[src/rtl/tmi_pkg.sv]
// Shared constants and types for the temperature interrupt mask and mode block
package tmi_pkg;

   ////////////////////////////////////////////////////////////////////////////
   // Register offsets on the serial register port
   localparam logic [7:0] TMI_OFS_STAT1 = 8'h01; // First status, held outside
   localparam logic [7:0] TMI_OFS_STAT2 = 8'h02; // Second status, read clears
   localparam logic [7:0] TMI_OFS_MASK1 = 8'h03; // First mask, held outside
   localparam logic [7:0] TMI_OFS_MASK2 = 8'h04; // Second mask and mode bits

   ////////////////////////////////////////////////////////////////////////////
   // Field positions, shared by the second status and second mask registers
   localparam int TMI_BIT_HOT    = 0; // Hot temperature
   localparam int TMI_BIT_BOARD  = 1; // Board temperature alert input
   localparam int TMI_BIT_FIRST_FAN_ALARM   = 2; // First fan alarm
   localparam int TMI_BIT_SECOND_FAN_ALARM   = 3; // Second fan alarm
   localparam int TMI_BIT_CHASS  = 4; // Chassis intrusion
   localparam int TMI_BIT_OVER   = 5; // Overtemperature
   localparam int TMI_BIT_HOTMD  = 6; // Hot source mode select
   localparam int TMI_BIT_OVERMD = 7; // Overtemperature source mode select
   localparam int TMI_NSRC       = 6; // Status sources in the second group

   ////////////////////////////////////////////////////////////////////////////
   // Reset values
   localparam logic [7:0] TMI_MASK2_RST = 8'h00;
   localparam logic [5:0] TMI_STAT2_RST = 6'h00;
   localparam logic [7:0] TMI_RDATA_RST = 8'h00;

   ////////////////////////////////////////////////////////////////////////////
   // Temperature source arming state
   typedef enum logic [0:0] {
      TMI_COOL = 1'b0, // Last seen below hysteresis (or never hot)
      TMI_HOT  = 1'b1  // Last seen above the hot limit
   } tmi_temp_st_t;

   // State of one temperature source unit
   typedef struct packed {
      tmi_temp_st_t st;   // Arming state
      logic         flag; // Pending status bit
   } tmi_src_s_t;

   // State of the top block
   typedef struct packed {
      logic [7:0]           mask2; // Second mask register
      logic [TMI_NSRC-3:0]  evt;   // Sticky board, fan and chassis bits
      logic [7:0]           rdata; // Read data holding register
      logic                 irq;   // Interrupt output
   } tmi_top_s_t;

endpackage

[src/rtl/tmi_temp_src.sv]
`timescale 1ns/1ps
// One temperature status source with default and one-time interrupt modes
module tmi_temp_src
   import tmi_pkg::*;
(
   input  wire logic clk_in,        // System clock
   input  wire logic resetn_in,     // Asynchronous reset, active low
   input  wire logic conv_done_in,  // Conversion finished, one-cycle pulse
   input  wire logic above_in,      // Result above the hot limit
   input  wire logic below_hyst_in, // Result below the hysteresis limit
   input  wire logic one_time_in,   // Mode select: 1 one-time, 0 default
   input  wire logic read_clr_in,   // Status register read, one-cycle pulse
   output logic      flag_out       // Pending status bit
);

   tmi_src_s_t s_q; // Registered state
   tmi_src_s_t s_d; // Next state
   logic       set_w; // Source raises its bit this cycle

   ////////////////////////////////////////////////////////////////////////////
   // Next state: arming follows the conversion result, flag set wins over clear
   always_comb begin
      s_d   = s_q;
      set_w = 1'b0;
      if (conv_done_in) begin
         if (!one_time_in) begin
            // Default mode: any conversion while hot re-raises
            if (above_in) begin
               s_d.st = TMI_HOT; // RL4
            end else if (below_hyst_in) begin
               s_d.st = TMI_COOL; // RL6
            end
            set_w = (s_d.st == TMI_HOT); // RL5 RL6
         end else begin
            case (s_q.st)
               TMI_COOL: begin
                  // Single event on rising through the hot limit
                  if (above_in) begin
                     s_d.st = TMI_HOT;
                     set_w  = 1'b1; // RL7
                  end
               end
               TMI_HOT: begin
                  // Single event on falling through hysteresis
                  if (below_hyst_in) begin
                     s_d.st = TMI_COOL;
                     set_w  = 1'b1; // RL8 RL9
                  end
               end
               default: begin
                  s_d.st = TMI_COOL;
               end
            endcase
         end
      end
      // Read clears; a simultaneous set is kept so no event is lost
      if (read_clr_in) begin
         s_d.flag = 1'b0; // RL5 RL7 RL9 RL10
      end
      if (set_w) begin
         s_d.flag = 1'b1;
      end
   end

   ////////////////////////////////////////////////////////////////////////////
   // State register
   always_ff @(posedge clk_in or negedge resetn_in) begin
      if (!resetn_in) begin
         s_q <= '{st: TMI_COOL, flag: 1'b0};
      end else begin
         s_q <= s_d;
      end
   end

   assign flag_out = s_q.flag;

   ////////////////////////////////////////////////////////////////////////////
   // Checks
   default_rearm_a: assert property (@(posedge clk_in) disable iff (!resetn_in) // RL5
      (!one_time_in && conv_done_in && s_q.st == TMI_HOT && !below_hyst_in) |=> flag_out)
      else $error("default mode did not re-raise while hot");

   onetime_quiet_a: assert property (@(posedge clk_in) disable iff (!resetn_in) // RL10
      (one_time_in && conv_done_in && s_q.st == TMI_HOT && !below_hyst_in && !flag_out)
      |=> !flag_out)
      else $error("one-time mode raised again without a crossing");

   onetime_hyst_a: assert property (@(posedge clk_in) disable iff (!resetn_in) // RL8
      (one_time_in && conv_done_in && s_q.st == TMI_HOT && below_hyst_in)
      |=> (flag_out && s_q.st == TMI_COOL))
      else $error("one-time mode missed the hysteresis crossing");

   read_clear_a: assert property (@(posedge clk_in) disable iff (!resetn_in) // RL7
      (read_clr_in && !conv_done_in) |=> !flag_out)
      else $error("status read did not clear the flag");

endmodule

[src/rtl/tmi_irq_mask.sv]
`timescale 1ns/1ps
// Notes on behaviour
// (RL1) Mask bits 0-5 block matching status from interrupt
// (RL2) Second mask register resets to all zero
// (RL3) Bits 6/7 pick hot/overtemp one-time mode
// (RL4) Default mode raises on conversion above limit
// (RL5) Default mode: read clears, next conversion re-raises
// (RL6) Default mode repeats until below hysteresis
// (RL7) One-time mode: single event rising, read clears
// (RL8) One-time mode: one more event at hysteresis
// (RL9) Hysteresis event cleared by read, then quiet
// (RL10) One-time bit set only by a new crossing
// (RL11) Second status bit layout, upper bits read zero
// (RL12) Temperature sources support only the two modes
// (RL13) Interrupt asserts while enabled and unmasked status pending
module tmi_irq_mask
   import tmi_pkg::*;
(
   input  wire logic       clk_in,                 // System clock, 50 MHz
   input  wire logic       resetn_in,              // Asynchronous reset, active low
   input  wire logic [7:0] reg_addr_in,            // Register index from serial front end
   input  wire logic       reg_wr_in,              // Write strobe, one cycle
   input  wire logic       reg_rd_in,              // Read strobe, one cycle
   input  wire logic [7:0] reg_wdata_in,           // Write data
   output logic      [7:0] reg_rdata_out,          // Read data, valid cycle after strobe
   input  wire logic       conv_done_in,           // Conversion finished, pulse
   input  wire logic       hot_above_in,           // Hot limit exceeded
   input  wire logic       hot_below_hyst_in,      // Below hot hysteresis
   input  wire logic       over_above_in,          // Overtemp limit exceeded
   input  wire logic       over_below_hyst_in,     // Below overtemp hysteresis
   input  wire logic       board_temp_alert_in,    // Board sensor alert event
   input  wire logic       first_fan_alarm_in,     // First fan limit event
   input  wire logic       second_fan_alarm_in,    // Second fan limit event
   input  wire logic       chassis_intrusion_flag_in, // Chassis intrusion event
   input  wire logic [7:0] stat1_in,               // First status group
   input  wire logic [7:0] mask1_in,               // First mask group
   input  wire logic       int_enable_in,          // Global interrupt enable
   output logic            int_out                 // Interrupt request, active high
);

   tmi_top_s_t        s_q;      // Registered state
   tmi_top_s_t        s_d;      // Next state
   logic              rd_stat2; // Read of the second status register
   logic              wr_mask2; // Write of the second mask register
   logic              hot_flag; // Hot temperature status bit
   logic              over_flag; // Overtemperature status bit
   logic [TMI_NSRC-1:0] stat2;  // Assembled second status
   logic [TMI_NSRC-3:0] evt_in; // Incoming board, fan and chassis events
   logic [7:0]          pend1;    // Unmasked first-group status
   logic [TMI_NSRC-1:0] pend2;    // Unmasked second-group status
   logic                any_pend; // Any unmasked status pending

   ////////////////////////////////////////////////////////////////////////////
   // Register decode; strobes last one cycle, so no edge detection is needed
   // and a held strobe would act again on every edge
   assign rd_stat2 = reg_rd_in && (reg_addr_in == TMI_OFS_STAT2);
   assign wr_mask2 = reg_wr_in && (reg_addr_in == TMI_OFS_MASK2);
   assign evt_in   = {chassis_intrusion_flag_in, second_fan_alarm_in,
                      first_fan_alarm_in, board_temp_alert_in};

   ////////////////////////////////////////////////////////////////////////////
   // Temperature sources; only default and one-time modes exist for these
   tmi_temp_src u_hot (                                  // RL12
      .clk_in        (clk_in),
      .resetn_in     (resetn_in),
      .conv_done_in  (conv_done_in),
      .above_in      (hot_above_in),
      .below_hyst_in (hot_below_hyst_in),
      .one_time_in   (s_q.mask2[TMI_BIT_HOTMD]),
      .read_clr_in   (rd_stat2),
      .flag_out      (hot_flag)
   );

   tmi_temp_src u_over (
      .clk_in        (clk_in),
      .resetn_in     (resetn_in),
      .conv_done_in  (conv_done_in),
      .above_in      (over_above_in),
      .below_hyst_in (over_below_hyst_in),
      .one_time_in   (s_q.mask2[TMI_BIT_OVERMD]),
      .read_clr_in   (rd_stat2),
      .flag_out      (over_flag)
   );

   ////////////////////////////////////////////////////////////////////////////
   // Status layout: hot, board, first_fan_alarm, second_fan_alarm, chassis, overtemp
   // Upper two bits are reserved and read back as zero
   assign stat2 = {over_flag, s_q.evt, hot_flag}; // RL11

   ////////////////////////////////////////////////////////////////////////////
   // Pending terms; mask bits gate the interrupt only, the status bits
   // themselves still set and read back while masked
   assign pend1    = stat1_in & ~mask1_in; // RL13
   assign pend2    = stat2 & ~s_q.mask2[TMI_NSRC-1:0]; // RL1
   assign any_pend = (|pend1) || (|pend2);

   ////////////////////////////////////////////////////////////////////////////
   // Next state: register access, sticky events, interrupt combine
   always_comb begin
      // Hold everything unless a branch below changes it
      s_d = s_q;
      // Mask and mode bits are plain storage
      if (wr_mask2) begin
         s_d.mask2 = reg_wdata_in; // RL3
      end
      // Writes to any other index are dropped; status is read-only
      // Read data is captured before the read clears anything, and indices
      // 01 and 03 simply mirror the registers held outside this block
      if (reg_rd_in) begin
         case (reg_addr_in)
            TMI_OFS_STAT1: s_d.rdata = stat1_in;
            TMI_OFS_STAT2: s_d.rdata = {2'h0, stat2}; // RL11
            TMI_OFS_MASK1: s_d.rdata = mask1_in;
            TMI_OFS_MASK2: s_d.rdata = s_q.mask2;
            default:       s_d.rdata = 8'h00;
         endcase
      end
      // Sticky events; an event in the read cycle survives the clear
      // Events are levels seen on any edge; a one-cycle pulse is enough
      if (rd_stat2) begin
         s_d.evt = '0;
      end
      s_d.evt = s_d.evt | evt_in;
      // Registered interrupt, one cycle behind the status it reflects; the
      // flip-flop keeps the pin free of glitches while status bits settle
      s_d.irq = int_enable_in && any_pend; // RL1 RL13
   end

   ////////////////////////////////////////////////////////////////////////////
   // State register; the asynchronous clear gives the power-on values, and
   // the reset branch loads constants only
   always_ff @(posedge clk_in or negedge resetn_in) begin
      if (!resetn_in) begin
         s_q <= '{mask2: TMI_MASK2_RST, evt: '0, rdata: TMI_RDATA_RST, irq: 1'b0}; // RL2
      end else begin
         s_q <= s_d;
      end
   end

   // Both outputs come straight from flip-flops
   assign reg_rdata_out = s_q.rdata; // Stands until the next read
   assign int_out       = s_q.irq;

   ////////////////////////////////////////////////////////////////////////////
   // Checks
   mask_write_a: assert property (@(posedge clk_in) disable iff (!resetn_in) // RL3
      wr_mask2 |=> (s_q.mask2 == $past(reg_wdata_in)))
      else $error("mask write not stored");

   irq_follows_a: assert property (@(posedge clk_in) disable iff (!resetn_in) // RL13
      (int_enable_in && (|(stat2 & ~s_q.mask2[TMI_NSRC-1:0]))) |=> int_out)
      else $error("interrupt missing for unmasked status");

   irq_masked_a: assert property (@(posedge clk_in) disable iff (!resetn_in) // RL1
      (!int_enable_in || ((stat1_in & ~mask1_in) == 8'h00 &&
       (stat2 & ~s_q.mask2[TMI_NSRC-1:0]) == 6'h00)) |=> !int_out)
      else $error("interrupt raised with all status masked");

   stat_upper_a: assert property (@(posedge clk_in) disable iff (!resetn_in) // RL11
      rd_stat2 |=> (reg_rdata_out[7:6] == 2'h0 && reg_rdata_out[5:0] == $past(stat2)))
      else $error("second status read returned wrong bits");

   evt_clear_a: assert property (@(posedge clk_in) disable iff (!resetn_in) // RL11
      (rd_stat2 && !first_fan_alarm_in) |=> !stat2[TMI_BIT_FIRST_FAN_ALARM])
      else $error("fan bit not cleared by status read");

   ////////////////////////////////////////////////////////////////////////////
   // Reset, storage and read-back checks
   reset_clean_a: assert property (@(posedge clk_in) // RL2
      $rose(resetn_in) |-> (s_q.mask2 == TMI_MASK2_RST && s_q.evt == '0 &&
                            !int_out && reg_rdata_out == TMI_RDATA_RST))
      else $error("block left reset with non-zero state");

   mask_hold_a: assert property (@(posedge clk_in) disable iff (!resetn_in) // RL3
      !wr_mask2 |=> (s_q.mask2 == $past(s_q.mask2)))
      else $error("mask register changed without a write");

   mask_read_a: assert property (@(posedge clk_in) disable iff (!resetn_in) // RL3
      (reg_rd_in && reg_addr_in == TMI_OFS_MASK2) |=> (reg_rdata_out == $past(s_q.mask2)))
      else $error("mask register read back wrong");

   stat1_read_a: assert property (@(posedge clk_in) disable iff (!resetn_in) // RL13
      (reg_rd_in && reg_addr_in == TMI_OFS_STAT1) |=> (reg_rdata_out == $past(stat1_in)))
      else $error("first status read back wrong");

   mask1_read_a: assert property (@(posedge clk_in) disable iff (!resetn_in) // RL13
      (reg_rd_in && reg_addr_in == TMI_OFS_MASK1) |=> (reg_rdata_out == $past(mask1_in)))
      else $error("first mask read back wrong");

   unmapped_zero_a: assert property (@(posedge clk_in) disable iff (!resetn_in) // RL11
      (reg_rd_in && (reg_addr_in < TMI_OFS_STAT1 || reg_addr_in > TMI_OFS_MASK2))
      |=> (reg_rdata_out == 8'h00))
      else $error("unmapped register read not zero");

   ////////////////////////////////////////////////////////////////////////////
   // Sticky event and read-data checks
   evt_sticky_a: assert property (@(posedge clk_in) disable iff (!resetn_in) // RL11
      (|evt_in) |=> ((s_q.evt & $past(evt_in)) == $past(evt_in)))
      else $error("board, fan or chassis event not latched");

   evt_hold_a: assert property (@(posedge clk_in) disable iff (!resetn_in) // RL11
      !rd_stat2 |=> ((s_q.evt & $past(s_q.evt)) == $past(s_q.evt)))
      else $error("event bit lost without a status read");

   rdata_hold_a: assert property (@(posedge clk_in) disable iff (!resetn_in) // RL11
      !reg_rd_in |=> $stable(reg_rdata_out))
      else $error("read data changed without a read");

   ////////////////////////////////////////////////////////////////////////////
   // Status and interrupt checks, seen from the top
   stat_clear_a: assert property (@(posedge clk_in) disable iff (!resetn_in) // RL10
      (rd_stat2 && !conv_done_in && evt_in == '0) |=> (stat2 == '0))
      else $error("status read left a bit set");

   stat_hot_a: assert property (@(posedge clk_in) disable iff (!resetn_in) // RL4
      (conv_done_in && hot_above_in && !s_q.mask2[TMI_BIT_HOTMD]) |=> stat2[TMI_BIT_HOT])
      else $error("hot conversion did not set its status bit");

   stat_over_a: assert property (@(posedge clk_in) disable iff (!resetn_in) // RL4
      (conv_done_in && over_above_in && !s_q.mask2[TMI_BIT_OVERMD]) |=> stat2[TMI_BIT_OVER])
      else $error("overtemperature conversion did not set its status bit");

   irq_off_a: assert property (@(posedge clk_in) disable iff (!resetn_in) // RL13
      !int_enable_in |=> !int_out)
      else $error("interrupt raised while globally disabled");

endmodule

[config.mk]
export PLATFORM = sky130hd
export DESIGN_NAME = tmi_irq_mask
export DESIGN_NICKNAME = d
export VERILOG_FILES = /design/src/rtl/tmi_pkg.sv /design/src/rtl/tmi_temp_src.sv /design/src/rtl/tmi_irq_mask.sv
export SDC_FILE = /design/constraint.sdc
export NUM_CORES = 1
export LEC_CHECK = 0
export ABC_AREA = 1
export BUFFER_PORTS_ARGS = -buffer_cell sky130_fd_sc_hd__buf_2
export CORE_UTILIZATION = 50
export DETAILED_ROUTE_END_ITERATION = 12
export HOLD_SLACK_MARGIN = 0.1
export PLACE_DENSITY_LB_ADDON = 0.15
export SYNTH_ARGS = -nofsm -noshare
export SYNTH_HDL_FRONTEND = slang
export SYNTH_HIERARCHICAL = 1
export SYNTH_SLANG_ARGS = --single-unit
[constraint.sdc]
create_clock -name clk_in -period 1 [get_ports clk_in]
set_input_delay 0.05 -clock clk_in [delete_from_list [all_inputs] [get_ports clk_in]]
set_output_delay 0.05 -clock clk_in [all_outputs]
set_load 0.05 [all_outputs]
**After elaboration in Yosys (flattened, before gate mapping)**

Index checks and enable logic that the tools add are counted.

- Register bits: 25
- Input port bits: 46
- Output and inout port bits: 9
- Logic and storage cells: 52

- Eq/ne operators: 4
- Mux-type cells: 25
- Bitwise gates (word level): 7
- Reductions and logical operators: 8

Operator list:

| operator | count |
|---|---|
| $pmux 8 s4 | 1 |
| $mux 1 | 19 |
| $eq 8x2->1 const B | 2 |
| $and 8x8->8 | 1 |
| $eq 8x1->1 const B | 1 |
| $eq 8x3->1 const B | 1 |
| $not 8->8 | 1 |
| $pmux 1 s2 | 4 |
| $reduce_or 8->1 | 1 |
| $and 6x6->6 | 1 |
| $not 6->6 | 1 |
| $reduce_or 6->1 | 1 |
| $mux 4 | 1 |
| $or 4x4->4 | 1 |
| $reduce_bool 2->1 | 2 |
| $logic_and 1x1->1 | 3 |
| $not 1->1 | 2 |
| $logic_or 1x1->1 | 1 |

**Longest topological paths before layout**

- Word-level depth: 5
- Gate-level depth with buffers: 8
- Depth with buffers taken out: 8

**Modules after synthesis**

The synthesis kept the hierarchy.

Modules (own cells, without submodules):

| module | times used | cells each | area an instance (sq um) | sequential area each (sq um) |
|---|---|---|---|---|
| tmi_irq_mask | 1 | 185 | 1,402.6 | 525.5 |
| tmi_temp_src | 2 | 17 | 112.6 | 50.0 |

**Worst setup path after synthesis**

Ideal clock, no wire load.

- Path type: input to register
- From: in reg_addr_in[3]
- To: reg u_hot.s_q (netlist bit u_hot/flag_out)
- Setup time: 0.116 ns
- Arrival time: 0.753 ns
- Data required time: 0.884 ns
- Slack: 0.130 ns
- Cell stages on the path: 8
- Buffers on the path: 0
- Cells stage by stage: inv_1 nand2_1 nor2_4 nand2_1 nor2_4 inv_1 nand2_1 nand2_1

- Word-level cells in the longest chain between the ends: 3

Ends and longest elaborated chain:

| what | line | RTL |
|---|---|---|
| from (decl) | tmi_irq_mask.sv:21 | `input wire logic [7:0] reg_addr_in,` |
| $eq 8x2->1 | tmi_irq_mask.sv:56 | `assign rd_stat2 = reg_rd_in && (reg_addr_in == TMI_OFS_STAT2);` |
| $logic_and 1x1->1 | tmi_irq_mask.sv:56 |  |
| net rd_stat2 | tmi_irq_mask.sv:43 | `logic rd_stat2;` |
| $reduce_bool 2->1 (no line) | -- |  |
| to (signal assigned) | tmi_temp_src.sv:69 | `s_q <= '{st: TMI_COOL, flag: 1'b0};` |
| to (decl) | tmi_temp_src.sv:16 | `tmi_src_s_t s_q;` |

The timed path passes the listed nets, and every way through them passes these cells.
A chain may end at the register's enable or synchronous reset.

**Worst setup path after layout**

- From: reg s_q (netlist bit reg_rdata_out[1])
- To: out reg_rdata_out[1]

RTL lines:

| what | line | RTL |
|---|---|---|
| from (decl) | tmi_irq_mask.sv:41 | `tmi_top_s_t s_q;` |
| from (signal assigned) | tmi_irq_mask.sv:134 | `s_q <= '{mask2: TMI_MASK2_RST, evt: '0, rdata: TMI_RDATA_RST, irq: 1'b0};` |
| to (decl) | tmi_irq_mask.sv:25 | `output logic [7:0] reg_rdata_out,` |

No word-level cell between the ends.

==> results.txt <==
Mapped Area -> 0.001628 mm^2
DR DRC count -> 0
Status -> finished clean
GPL Wtd Cong -> 0.8530
Final #Nets -> 359
Non-Filler Instances -> 356
Avg WL per Cell -> 11.25 um
Startpoint Class -> flop
Fmax -> 1022 MHz
ANT cells -> 0
Synth unique cells -> 21
CP Capture Point -> reg_rdata_out[1]
Area share of the largest cell type after synthesis -> 38.43%
Endpoints failing setup -> 0
Routed Antenna Nets -> 0
Layout cells sized above 1 -> 31.09%
Compound-Gate Fraction of Synth Area -> 10.68%
Final worst path period need -> 0.9783 ns
Peak supply drop -> 0.6457 mV
DR pass1 iterations -> 4
Setup Skew -> 0.0008576 ns
Fraction of registers with async set/reset -> 100.0%
Largest family of logic cells by synthesized area -> simple AND/OR/NAND/NOR gates
Initial Utilization -> 52.89%
WP depth -> 1
Area Growth Syn to Fin -> 47.12%
Core Footprint -> 0.003078 mm^2
Simple-gate area share of the yosys netlist -> 35.13%
Via count -> 1660
Hpwl dp -> 2537 um
Crit. End Element -> output pin
Crit path DAT -> 0.93 ns
Starting DRT DRC Count -> 88
Critical path, cell by cell -> buf_4
Relative slew margins -> 62.69%
Clk_lat worst skew -> 0.33 ns
Cell Pwr Density -> 827.0 mW/mm^2
Crit Path Category -> reg -> out
Place WS -> -0.05504 ns
First-pass GRT wire length -> 6292 um
Chip Width -> 59.06 um
Vert. Die Dim -> 59.06 um
Initial antenna violation count -> 0
Finished Cell Area -> 0.002395 mm^2
CP required -> 0.95 ns
Synthesized flop and latch total -> 25
TritonCTS clock tree -> built
Worst R2R End -> int_out
Setup ws final -> 0.02174 ns
Global route total overflow -> 0
Synth Area in XOR/XNOR -> 0%
Cell taking the most area after synthesis -> dfrtp_1
Placement-stage cell area -> 0.001908 mm^2
Num CTS Buffers -> 3
FF-to-FF path depth -> 6
Post-synth EDFFs -> 0
Main synth FF type -> dfrtp_1
Total Wirelength -> 4006 um
I/O pin cnt -> 55
H-tree levels -> 1
Register Area -> 625.6 um^2
Final hold viol count -> 0
CTS clk-pin slew, worst paths -> 0.13 ns
Multi-input combinational cell area -> 762.0 um^2
Max-cap violation count -> 0
Clock Sinks -> 25
FILL cells -> 232
Largest net degree at the start of global routing -> 31
Worst Path Buf+Inv -> 1
Row cnt -> 20
Post-synth top cells -> nand2_1 (62), nand3_1 (36), inv_1 (35), dfrtp_1 (25)
Slew Viols, Final -> 0
Vias per inst -> 4.663
CTS Buffer Depth -> 2
Type of the worst min-delay path -> in -> reg
Worst hold path cell count -> 3
Synth warn -> 6
Tot Pwr -> 1981 uW
Mapped Nets -> 265
Vias in the first global route -> 1550
Setup TNS -> 0 ns
Crit-path slowest cell -> dfrtp_1
GRT Total Usage -> 24.14%
RSZ-0062 raised after global routing -> true
CP peak stage delay -> 0.41 ns
Period Utilization, post-route -> 97.83%
Reg2reg setup slack -> 0.04 ns
Delay-heaviest family, CP -> flip-flops
Post-synthesis adder-cell area fraction -> 0%
Worst slew pin tran -> 0.5596 ns
Port bufs -> 54
Die area -> 0.003488 mm^2
Area contributors post-synth -> dfrtp_1 (38%), nand2_1 (14%), nand3_1 (11%)
Post-synthesis mux area share -> 0%
DP Cell Count -> 311
Lkg Pwr -> 0.001359 uW
Post-synthesis cell count -> 219
Syn Area/Cell -> 7.433 um^2
Count leader, synth -> nand2_1
Worst Setup SP -> reg_rdata_out[1]
R2r startpoint -> s_q[11]
Largest fanout on the critical path -> 2
Clock Tree Root -> clkbuf_4
Seq/Total Area, Yosys -> 38.43%
report_power, final:
part	switching [uW]	leakage [uW]	total, uW	internal, uW
combinational	211	0.00103	448	237
sequential	29.6	0.000309	1070	1040
clock	312	0.0000177	462	150
total	553	0.00136	1980	1430
state kept, by name (all words and copies together) (netlist names):
name,flops
u_over/s_q,1
u_over/flag_out,1
int_out,1
u_hot/s_q,1
s_q,12
u_hot/flag_out,1
reg_rdata_out,8
tightest hold or removal path: cells and delay by family:
| family | cells | cell delay, ns |
|---|---|---|
| AND/OR/NAND/NOR | 1 | 0.20 |
| buffers and inverters | 1 | 0.11 |
| AO/OA/AOI/OAI | 1 | 0.06 |
area by class of cell:
type | count | area share, %
clock inverter | 1 | 0.2090
inverter | 39 | 6.113
sequential | 25 | 26.12
timing repair buffer | 102 | 32.50
clock buffer | 3 | 0.9404
multi-input combinational | 142 | 31.82
tap | 44 | 2.299
layout by cell type, fill, tap and decap left out, drive strengths merged:
cell,count
nand2,67
buf,65
inv,38
nand3,37
dlygate4sd3,36
dfrtp,25
o21ai,14
nor2,11
o22ai,7
o21bai,4
clkbuf,4
nand3b,2
clkinv,2
cell families after synthesis:
logic type      after synthesis
compound gates               25
buf+inv                      52
flops                        25
simple gates                117
routing by layer:
| layer | track usage, % | vias to the layer above | part of all wire, % |
|---|---|---|---|
| li1 | - | 872 | - |
| met1 | 26.98 | 724 | 44 |
| met2 | 45.78 | 57 | 50 |
| met3 | 2.620 | 7 | 4.4 |
| met4 | 10.54 | 0 | 1.7 |
| met5 | 0 | - | 0 |
repair_timing:
item,4_1_cts,5_1_grt
pin swaps,0,7
hold buffers,36,0
setup endpoints to repair,9,11
buffers inserted,1,4
hold endpoints to repair,50,0
resized for setup,8,11
stage by stage:
stage | util, % | hold WS, ns
floorplan | - | -0.2456
global placement | 61.99 | 0.06865
detailed placement | 61.99 | 0.07351
CTS | 75.49 | 0.1141
global route | 77.80 | 0.1414
finish | 77.80 | 0.1233
worst min path at each step:
stage / from / slack [ns] / endpoint
after detailed placement: resetn_in / 0.07 / reg_rdata_out[2]
final: reg_wr_in / 0.12 / s_q[15]
after global placement: resetn_in / 0.07 / reg_rdata_out[3]
after floorplan: resetn_in / -0.25 / int_out
after CTS: reg_wr_in / 0.11 / s_q[15]
after global routing: reg_wr_in / 0.14 / s_q[15]
No activity file was read; power rests on OpenSTA's default activity.
